===== src/rtl/jls_defs.svh =====
// Constants for the link startup block
// Function
// RULE1 - Default K: 8 four-lane, 4 two-lane
// RULE2 - K from low five bits at 0x006
// RULE3 - Source keeps SYSREF at or below 250MHz/K
// RULE4 - Host selects page 00h/69h before K
// RULE5 - Comma characters while SYNC low
// RULE6 - SYNC high: alignment sequence then samples
// RULE7 - Host reset pulse at least 10 ns
// RULE8 - Host waits 100 ns before write enable
// RULE9 - Host waits 1 ms before reset; the bench drives reset low from time 0 with no wait
// RULE10 - Host writes 80h to 0x000 for K
// RULE11 - Lane mode 02h two-lane, 01h four-lane
`ifndef JLS_DEFS_SVH
`define JLS_DEFS_SVH
`define JLS_ADDR_KCTRL 8'h00
`define JLS_ADDR_LANE 8'h01
`define JLS_ADDR_PSEL_LO 8'h03
`define JLS_ADDR_PSEL_HI 8'h04
`define JLS_ADDR_KLEN 8'h06
`define JLS_ADDR_STATUS 8'h08
`define JLS_PAGE_LO_JESD 8'h00
`define JLS_PAGE_HI_JESD 8'h69
`define JLS_KCTRL_EN 8'h80
`define JLS_LANE_FOUR 8'h01
`define JLS_LANE_TWO 8'h02
`define JLS_K_FOUR 5'h08
`define JLS_K_TWO 5'h04
`define JLS_ILA_MULTIFRAMES 3'h4
`define JLS_COMMA 8'hbc
`define JLS_ILA_START 8'h1c
`define JLS_ILA_END 8'h7c
`endif


===== src/rtl/jls_pkg.sv =====
// Types for the link startup block
package jls_pkg;
  typedef enum logic [2:0] {
    JLS_COMMA_ST = 3'b001,
    JLS_ILA_ST = 3'b010,
    JLS_DATA_ST = 3'b100
  } jls_state_t;
endpackage


===== src/rtl/jls_fifo.sv =====
// Sample FIFO with valid/ready on both sides
`timescale 1ns/1ns
module jls_fifo #(
  parameter int WIDTH = 16,
  parameter int DEPTH = 8
) (
  // Clock and reset
  input wire logic i_clock,
  input wire logic i_resetn,
  // Fill side
  input wire logic i_in_valid,
  output logic o_in_ready,
  input wire logic [WIDTH-1:0] i_in_data,
  // Drain side
  output logic o_out_valid,
  input wire logic i_out_ready,
  output logic [WIDTH-1:0] o_out_data
);
  localparam int AW = $clog2(DEPTH);
  logic [WIDTH-1:0] mem [DEPTH];
  logic [AW:0] wr_ptr, rd_ptr, next_wr_ptr, next_rd_ptr;
  logic push, pop;
  always_comb begin
    o_in_ready = (wr_ptr - rd_ptr) != (AW+1)'(DEPTH);
    o_out_valid = wr_ptr != rd_ptr;
    push = i_in_valid && o_in_ready;
    pop = o_out_valid && i_out_ready;
    next_wr_ptr = wr_ptr + (AW+1)'(push);
    next_rd_ptr = rd_ptr + (AW+1)'(pop);
    o_out_data = mem[rd_ptr[AW-1:0]];
  end
  always_ff @(posedge i_clock or negedge i_resetn) begin
    if (!i_resetn) begin
      wr_ptr <= '0;
      rd_ptr <= '0;
    end else begin
      wr_ptr <= next_wr_ptr;
      rd_ptr <= next_rd_ptr;
    end
  end
  always_ff @(posedge i_clock) begin
    if (push) begin
      mem[wr_ptr[AW-1:0]] <= i_in_data;
    end
  end
endmodule // jls_fifo


===== src/rtl/jls_link.sv =====
// Link startup: registers, lane alignment and sample stream
`timescale 1ns/1ns
`include "jls_defs.svh"
module jls_link
  import jls_pkg::*;
(
  // Clock and reset
  input wire logic i_clock,
  input wire logic i_resetn,
  // Wishbone slave
  input wire logic i_wb_cyc,
  input wire logic i_wb_stb,
  input wire logic i_wb_we,
  input wire logic [7:0] i_wb_adr,
  input wire logic [31:0] i_wb_dat,
  input wire logic [3:0] i_wb_sel,
  output logic [31:0] o_wb_dat,
  output logic o_wb_ack,
  // Receiver sync pin
  input wire logic i_sync,
  // Converter samples
  input wire logic i_sample_valid,
  input wire logic [15:0] i_sample,
  output logic o_sample_ready,
  // Lane output
  input wire logic i_lane_ready,
  output logic [7:0] o_lane_data,
  output logic o_lane_is_k,
  output logic o_lane_valid,
  // Link status
  output logic o_two_lane_mode,
  output logic [4:0] o_k_frames
);
  logic [7:0] kctrl, lane, psel_lo, psel_hi, klen;
  logic [7:0] next_kctrl, next_lane, next_psel_lo, next_psel_hi, next_klen;
  logic ack, next_ack, k_written, next_k_written;
  logic [31:0] rdat, next_rdat;
  logic sync_meta, sync_q;
  jls_state_t state, next_state;
  logic [4:0] frame_cnt, next_frame_cnt;
  logic [2:0] mf_cnt, next_mf_cnt;
  logic byte_hi, next_byte_hi;
  logic [7:0] lane_data, next_lane_data;
  logic lane_is_k, next_lane_is_k, lane_valid, next_lane_valid;
  logic fifo_valid, fifo_pop;
  logic [15:0] fifo_data;
  logic wr, rd, page_ok, two_lane, step;
  logic [4:0] k_eff;

  function automatic logic [7:0] merge(input logic [7:0] old, input logic [31:0] d, input logic [3:0] s);
    merge = s[0] ? d[7:0] : old;
  endfunction

  jls_fifo #(.WIDTH(16), .DEPTH(8)) u_fifo (
    .i_clock(i_clock),
    .i_resetn(i_resetn),
    .i_in_valid(i_sample_valid),
    .o_in_ready(o_sample_ready),
    .i_in_data(i_sample),
    .o_out_valid(fifo_valid),
    .i_out_ready(fifo_pop),
    .o_out_data(fifo_data)
  );

  always_comb begin
    wr = i_wb_cyc && i_wb_stb && i_wb_we && !ack;
    rd = i_wb_cyc && i_wb_stb && !i_wb_we && !ack;
    page_ok = (psel_lo == `JLS_PAGE_LO_JESD) && (psel_hi == `JLS_PAGE_HI_JESD);
    two_lane = lane == `JLS_LANE_TWO; // RULE11
    // Default K unless a nonzero programmed value is enabled
    k_eff = two_lane ? `JLS_K_TWO : `JLS_K_FOUR; // RULE1
    if (k_written && kctrl[7] && klen[4:0] != 5'h00) begin
      k_eff = klen[4:0]; // RULE2
    end
    next_ack = i_wb_cyc && i_wb_stb && !ack;
    next_kctrl = kctrl;
    next_lane = lane;
    next_psel_lo = psel_lo;
    next_psel_hi = psel_hi;
    next_klen = klen;
    next_k_written = k_written;
    next_rdat = rdat;
    if (wr) begin
      unique case (i_wb_adr)
        `JLS_ADDR_PSEL_LO: next_psel_lo = merge(psel_lo, i_wb_dat, i_wb_sel);
        `JLS_ADDR_PSEL_HI: next_psel_hi = merge(psel_hi, i_wb_dat, i_wb_sel);
        default: begin
          // Page-dependent registers take writes only on the digital page
          if (page_ok && i_wb_adr == `JLS_ADDR_KCTRL) next_kctrl = merge(kctrl, i_wb_dat, i_wb_sel);
          if (page_ok && i_wb_adr == `JLS_ADDR_LANE) next_lane = merge(lane, i_wb_dat, i_wb_sel);
          if (page_ok && i_wb_adr == `JLS_ADDR_KLEN && i_wb_sel[0]) begin
            next_klen = i_wb_dat[7:0]; // RULE2
            next_k_written = 1'b1;
          end
        end
      endcase
    end
    if (rd) begin
      unique case (i_wb_adr)
        `JLS_ADDR_KCTRL: next_rdat = {24'h0, kctrl};
        `JLS_ADDR_LANE: next_rdat = {24'h0, lane};
        `JLS_ADDR_PSEL_LO: next_rdat = {24'h0, psel_lo};
        `JLS_ADDR_PSEL_HI: next_rdat = {24'h0, psel_hi};
        `JLS_ADDR_KLEN: next_rdat = {24'h0, klen};
        `JLS_ADDR_STATUS: next_rdat = {24'h0, state, 5'h00};
        default: next_rdat = 32'h0;
      endcase
    end
  end

  always_ff @(posedge i_clock or negedge i_resetn) begin
    if (!i_resetn) begin
      kctrl <= 8'h00;
      lane <= `JLS_LANE_FOUR;
      psel_lo <= 8'h00;
      psel_hi <= 8'h00;
      klen <= 8'h00;
      k_written <= 1'b0;
      ack <= 1'b0;
      rdat <= 32'h0;
    end else begin
      kctrl <= next_kctrl;
      lane <= next_lane;
      psel_lo <= next_psel_lo;
      psel_hi <= next_psel_hi;
      klen <= next_klen;
      k_written <= next_k_written;
      ack <= next_ack;
      rdat <= next_rdat;
    end
  end

  // Sync pin synchroniser
  always_ff @(posedge i_clock or negedge i_resetn) begin
    if (!i_resetn) begin
      sync_meta <= 1'b0;
      sync_q <= 1'b0;
    end else begin
      sync_meta <= i_sync;
      sync_q <= sync_meta;
    end
  end

  // Lane sequencer: one octet per accepted step
  always_comb begin
    step = !lane_valid || i_lane_ready;
    next_state = state;
    next_frame_cnt = frame_cnt;
    next_mf_cnt = mf_cnt;
    next_byte_hi = byte_hi;
    next_lane_data = lane_data;
    next_lane_is_k = lane_is_k;
    next_lane_valid = lane_valid;
    fifo_pop = 1'b0;
    if (!sync_q) begin
      next_state = JLS_COMMA_ST; // RULE5
      next_frame_cnt = 5'h00;
      next_mf_cnt = 3'h0;
      next_byte_hi = 1'b0;
      if (step) begin
        next_lane_data = `JLS_COMMA; // RULE5
        next_lane_is_k = 1'b1;
        next_lane_valid = 1'b1;
      end
    end else if (step) begin
      unique case (state)
        JLS_COMMA_ST: begin
          next_state = JLS_ILA_ST; // RULE6
          next_lane_data = `JLS_ILA_START;
          next_lane_is_k = 1'b1;
          next_lane_valid = 1'b1;
          next_frame_cnt = 5'h01;
        end
        JLS_ILA_ST: begin
          next_lane_valid = 1'b1;
          if (frame_cnt == k_eff - 5'h01) begin
            next_frame_cnt = 5'h00;
            next_lane_data = `JLS_ILA_END;
            next_lane_is_k = 1'b1;
            next_mf_cnt = mf_cnt + 3'h1;
            if (mf_cnt == `JLS_ILA_MULTIFRAMES - 3'h1) next_state = JLS_DATA_ST; // RULE6
          end else begin
            next_frame_cnt = frame_cnt + 5'h01;
            next_lane_data = (frame_cnt == 5'h00) ? `JLS_ILA_START : {3'h0, frame_cnt};
            next_lane_is_k = frame_cnt == 5'h00;
          end
        end
        JLS_DATA_ST: begin
          next_lane_is_k = 1'b0;
          next_lane_valid = fifo_valid;
          if (fifo_valid) begin
            next_lane_data = byte_hi ? fifo_data[7:0] : fifo_data[15:8];
            next_byte_hi = !byte_hi;
            fifo_pop = byte_hi; // RULE6
          end
        end
      endcase
    end
  end

  always_ff @(posedge i_clock or negedge i_resetn) begin
    if (!i_resetn) begin
      state <= JLS_COMMA_ST;
      frame_cnt <= 5'h00;
      mf_cnt <= 3'h0;
      byte_hi <= 1'b0;
      lane_data <= 8'h00;
      lane_is_k <= 1'b0;
      lane_valid <= 1'b0;
    end else begin
      state <= next_state;
      frame_cnt <= next_frame_cnt;
      mf_cnt <= next_mf_cnt;
      byte_hi <= next_byte_hi;
      lane_data <= next_lane_data;
      lane_is_k <= next_lane_is_k;
      lane_valid <= next_lane_valid;
    end
  end

  always_comb begin
    o_wb_ack = ack;
    o_wb_dat = rdat;
    o_lane_data = lane_data;
    o_lane_is_k = lane_is_k;
    o_lane_valid = lane_valid;
    o_two_lane_mode = two_lane;
    o_k_frames = k_eff;
  end
endmodule // jls_link


===== config.mk =====
export PLATFORM = sky130hd
export DESIGN_NAME = jls_link
export DESIGN_NICKNAME = d
export VERILOG_FILES = /design/src/rtl/jls_pkg.sv /design/src/rtl/jls_fifo.sv /design/src/rtl/jls_link.sv
export VERILOG_INCLUDE_DIRS = /design/src /design/src/rtl
export SDC_FILE = /design/constraint.sdc
export NUM_CORES = 1
export LEC_CHECK = 0
export ABC_AREA = 1
export BUFFER_PORTS_ARGS = -buffer_cell sky130_fd_sc_hd__buf_2
export CORE_ASPECT_RATIO = 0.5
export CORE_MARGIN = 10
export CORE_UTILIZATION = 53
export DETAILED_ROUTE_END_ITERATION = 12
export PLACE_DENSITY = 0.74
export SYNTH_ARGS = -nofsm -noshare
export SYNTH_HDL_FRONTEND = slang
export SYNTH_HIERARCHICAL = 1
export SYNTH_SLANG_ARGS = --single-unit

===== constraint.sdc =====
create_clock -name i_clock -period 2.6 [get_ports i_clock]
set_input_delay 0.26 -clock i_clock [delete_from_list [all_inputs] [get_ports i_clock]]
set_output_delay 0.26 -clock i_clock [all_outputs]
set_load 0.03 [all_outputs]

==> run summary <==
The worst min-delay path category is input pin to register. Measured against its own limit, the worst slew margin works out to between 40% and 50%. Sorting the synthesized cells by area gives the leading types as sky130_fd_sc_hd__edfxtp_1, sky130_fd_sc_hd__dfrtp_1, sky130_fd_sc_hd__nand2_1, sky130_fd_sc_hd__nor2_1, sky130_fd_sc_hd__o21ai_0. The sum of negative setup slack came out at 0 ns. The starting DRC count in detailed routing is between 500 and 600. The filler-free cell count of the finished design is around 1,300. The area growth from synthesis to layout is 11.5%.

The cell repeated most along the worst path is sky130_fd_sc_hd__inv_1. The final clock skew is just over 0.02 ns. The total die area is between 0.02 and 0.025 mm^2. The weighted congestion at the end of routability-driven global placement is around 0.85. The flow ran to the end, and the final reports show no timing, DRC or antenna violations. The root cell of the clock tree is sky130_fd_sc_hd__clkbuf_16. The critical path required time came out at roughly 3.0 ns. The number of vias after detailed routing came out at 6,951. The number of global-route vias before repair came out at just under 7,000. The number of sinks on the clock net is 210. The biggest area contributor in the post-synthesis netlist is sky130_fd_sc_hd__edfxtp_1. Counting tap cells, the placed design contains a total of ~1,200 instances.

The slowest stage of the critical path belongs to the cell sky130_fd_sc_hd__dfrtp_2. The starting utilization of the core area came out at between 50% and 60%. The filler cell count is approximately 1,400. The critical path goes through inv_1 > ha_1 > nand2_1 > inv_1 > nand4_1 > inv_1 > nor4_2 > inv_1 > nor2_1 > and2_1 > ha_1 > ha_1 > xor2_1.

The highest ir drop seen on vdd is between 0.4 and 0.5 mV. The worst setup path is captured at a register. The number of buffers inserted by port buffering is between 60 and 70. The share of final-layout standard cells stronger than drive strength 1 came out at between 15 and 20%.

At the pin with the least slew margin, the transition time is 0.764 ns. The iteration count of the initial detailed-routing pass is 5. The cell area after synthesis is 0.00975 mm^2. For this run, the leading register cell type out of synthesis is sky130_fd_sc_hd__edfxtp_1. Of the available clock period, the critical path in the final layout requires 89.1%. The number of placed I/O pins came out at between 100 and 150. Static timing analysis puts the maximum clock frequency at 431 MHz.

The total global-route track usage is 17.6%. The leftover overflow at the end of global routing is 0. The number of levels in the clock H-tree is 1. The async set or reset register ratio after synthesis came out at between 30% and 40%. The proportion of netlist area held by the largest area contributor is 39.4%. The count of antenna-violating nets left after detailed routing is 0. TritonCTS built the clock tree. STA puts the critical path data arrival time at between 2 and 3 ns. The number of slew-limit violations in the final report came out at 0.

The classification of the worst setup path is register to register. On the worst path, the slowest cell contributes a delay of between 0.4 and 0.5 ns. Of all nets on the critical path, the largest fanout is 6. In the post-route analysis, the smallest setup slack over all paths is 0.282 ns. The number of instances in the synthesized netlist is between 900 and 1,000. The yosys synthesis warning count came out at 6. After detailed routing, the number of remaining DRC violations is 0. The analysis attributes to cell leakage a power of between 4 and 5 nW. The post-CTS setup repair buffer count is 0. The net total in the final layout came out at between 1,000 and 1,500. The register area share after synthesis is ~60%.

Setup repair after global routing left no endpoint under its margin. The number of endpoints with negative hold slack in the final report came out at 0. The number of distinct library cells after synthesis came out at 50.

The count of standard-cell rows came out at 34. The launching element type of the critical path is a register. Yosys instantiated no cell more often than sky130_fd_sc_hd__nand2_1. The total power divided by cell area came out at between 700 and 800 mW/mm^2. The estimated wirelength of the detail-placed design is around 14 mm. In this run, synthesis inferred 128 flip-flops with an integrated enable.

The die is between 100 and 150 um tall. The placeable core region came out at 0.0177 mm^2. The commonest cells after synthesis are sky130_fd_sc_hd__nand2_1, sky130_fd_sc_hd__edfxtp_1, sky130_fd_sc_hd__nor2_1. The pre-CTS setup slack is 0.199 ns. The insertion delay of the later-clocked pin in the worst-skew pair is between 0.5 and 0.6 ns.

The number of vias per cell came out at 5.43. Averaged over all synthesized cells, the footprint is around 10 um^2. The clock tree buffer depth is 3.

The number of antenna violations at the first check in global routing is 0. The number of violations of the max-capacitance limit is 0. The clock-pin slew reported for the worst setup and hold paths after clock tree synthesis is approximately 0.070 ns.

After synthesis the netlist holds a flip-flop and latch count of between 200 and 250. The detail-routed net length per standard cell is 17.0 um. The total wire length after detailed routing is approximately 22 mm. The final-report setup violation count is 0. The wire length of the first global-routing pass is 34.9 mm.

The number of CTS-inserted buffers came out at 20. Entering global routing, the biggest net connects 67 pins. The die outline width is between 200 and 250 um. The final period demand of the worst path is around 2.3 ns.
[timing repair]
action                                 4_1_cts  5_1_grt
gates resized for setup                      0        3
endpoints found under the hold margin       53        0
hold buffers                                 2        0
setup endpoints to repair                    0        4
[critical path: cells and delay by family, from the launching register on]
family / cells / cell delay [ns]
AND/OR/NAND/NOR: 5 / 0.70
buffers and inverters: 4 / 0.34
flip-flops: 1 / 0.44
adder cells (fa/ha/maj): 3 / 0.59
XOR/XNOR: 1 / 0.17
[state kept, by name, indices dropped and copies added (netlist names), 3 cells and up]
signal and count:
frame_cnt 5, kctrl 8, klen 8, lane 8
mf_cnt 3, o_lane_data 8, o_wb_dat 8, psel_hi 8
psel_lo 8, state 3, u_fifo/mem 128, u_fifo/rd_ptr 4
u_fifo/wr_ptr 4
[layer usage]
layer / track usage, % / wire length (um)
met4: 4.57 / 446
met3: 3.21 / 1710
met2: 30.5 / 10400
met5: 0 / 0
met1: 22.6 / 9110
[cells by family (layout without fill, tap and decap cells)]
group,count (synthesis),after routing,share of synthesized area (%)
and+or+nand+nor,407,407,19.3
DFF,210,210,60.5
AOI/OAI and AO/OA,186,186,10.5
buffers and inverters,131,196,7.33
adders and majority gates,12,12,1.54
xor gates and xnor gates,9,9,0.808
other,1,25,0.0385
[cell type report]
| type | count | area (um^2) | share of cell area [%] |
|---|---|---|---|
| sequential | 210 | 5900 | 54.3 |
| multi-input combinational | 638 | 3230 | 29.7 |
| clock buffer | 24 | 515 | 4.74 |
| timing repair buffer | 85 | 505 | 4.65 |
| inverter | 76 | 293 | 2.69 |
| tap | 234 | 293 | 2.69 |
| clock inverter | 11 | 133 | 1.22 |
| antenna | 1 | 2.50 | 0.0230 |
[through the flow]
step	util, %	power, mW	hold WS (ns)	cell area [um^2]
after floorplan	-	5.30	-0.0356	9840
after global placement	57.6	5.68	0.359	10200
after detailed placement	57.6	5.74	0.372	10200
after CTS	61.4	8.60	0.00427	10900
after global routing	61.4	8.96	0.0108	10900
final	61.4	8.55	0.0144	10900
[final timing paths]
path	endpoint	cells after the start	startpoint	slack [ns]
min in group asynchronous	lane[4]	2	i_resetn	0.35
worst max-delay path	u_fifo/rd_ptr[2]	13	u_fifo/wr_ptr[0]	0.28
worst max register to register	u_fifo/rd_ptr[2]	13	u_fifo/wr_ptr[0]	0.28
worst min register to register	sync_q	0	sync_meta	0.39
max in group asynchronous	kctrl[6]	3	i_resetn	1.63
worst min-delay path	u_fifo/mem[5][11]	1	i_sample[11]	0.01
[power by group]
group          switching, mW  internal [mW]  total (mW)
Combinational           1.06          0.436        1.50
Clock                   1.24           1.64        2.88
Sequential             0.199           3.97        4.17
[cells in the final DEF, fill, tap and decap left out, types with 3 or more instances in the layout]
cell type / n
sky130_fd_sc_hd__nand2_2: 12
sky130_fd_sc_hd__nor2_4: 3
sky130_fd_sc_hd__a21oi_1: 22
sky130_fd_sc_hd__clkbuf_16: 20
sky130_fd_sc_hd__nand3b_1: 4
sky130_fd_sc_hd__a31oi_1: 5
sky130_fd_sc_hd__clkinv_1: 6
sky130_fd_sc_hd__buf_4: 16
sky130_fd_sc_hd__conb_1: 24
sky130_fd_sc_hd__o21ai_2: 5
sky130_fd_sc_hd__nand2_1: 200
sky130_fd_sc_hd__nor3_1: 6
sky130_fd_sc_hd__buf_2: 65
sky130_fd_sc_hd__o22ai_1: 32
sky130_fd_sc_hd__ha_1: 12
sky130_fd_sc_hd__nor4_1: 4
sky130_fd_sc_hd__nor2_1: 104
sky130_fd_sc_hd__edfxtp_1: 128
sky130_fd_sc_hd__nand4_1: 8
sky130_fd_sc_hd__o21ai_0: 75
sky130_fd_sc_hd__dfrtp_1: 78
sky130_fd_sc_hd__clkbuf_1: 4
sky130_fd_sc_hd__inv_2: 8
sky130_fd_sc_hd__xor2_1: 9
sky130_fd_sc_hd__nor2_2: 11
sky130_fd_sc_hd__nand3_1: 36
sky130_fd_sc_hd__inv_1: 64
sky130_fd_sc_hd__nand3_2: 3
sky130_fd_sc_hd__o21ai_1: 37
sky130_fd_sc_hd__o211ai_1: 3
sky130_fd_sc_hd__nand2_4: 4
sky130_fd_sc_hd__clkinv_2: 4
No activity file was read; power rests on OpenSTA's default activity.
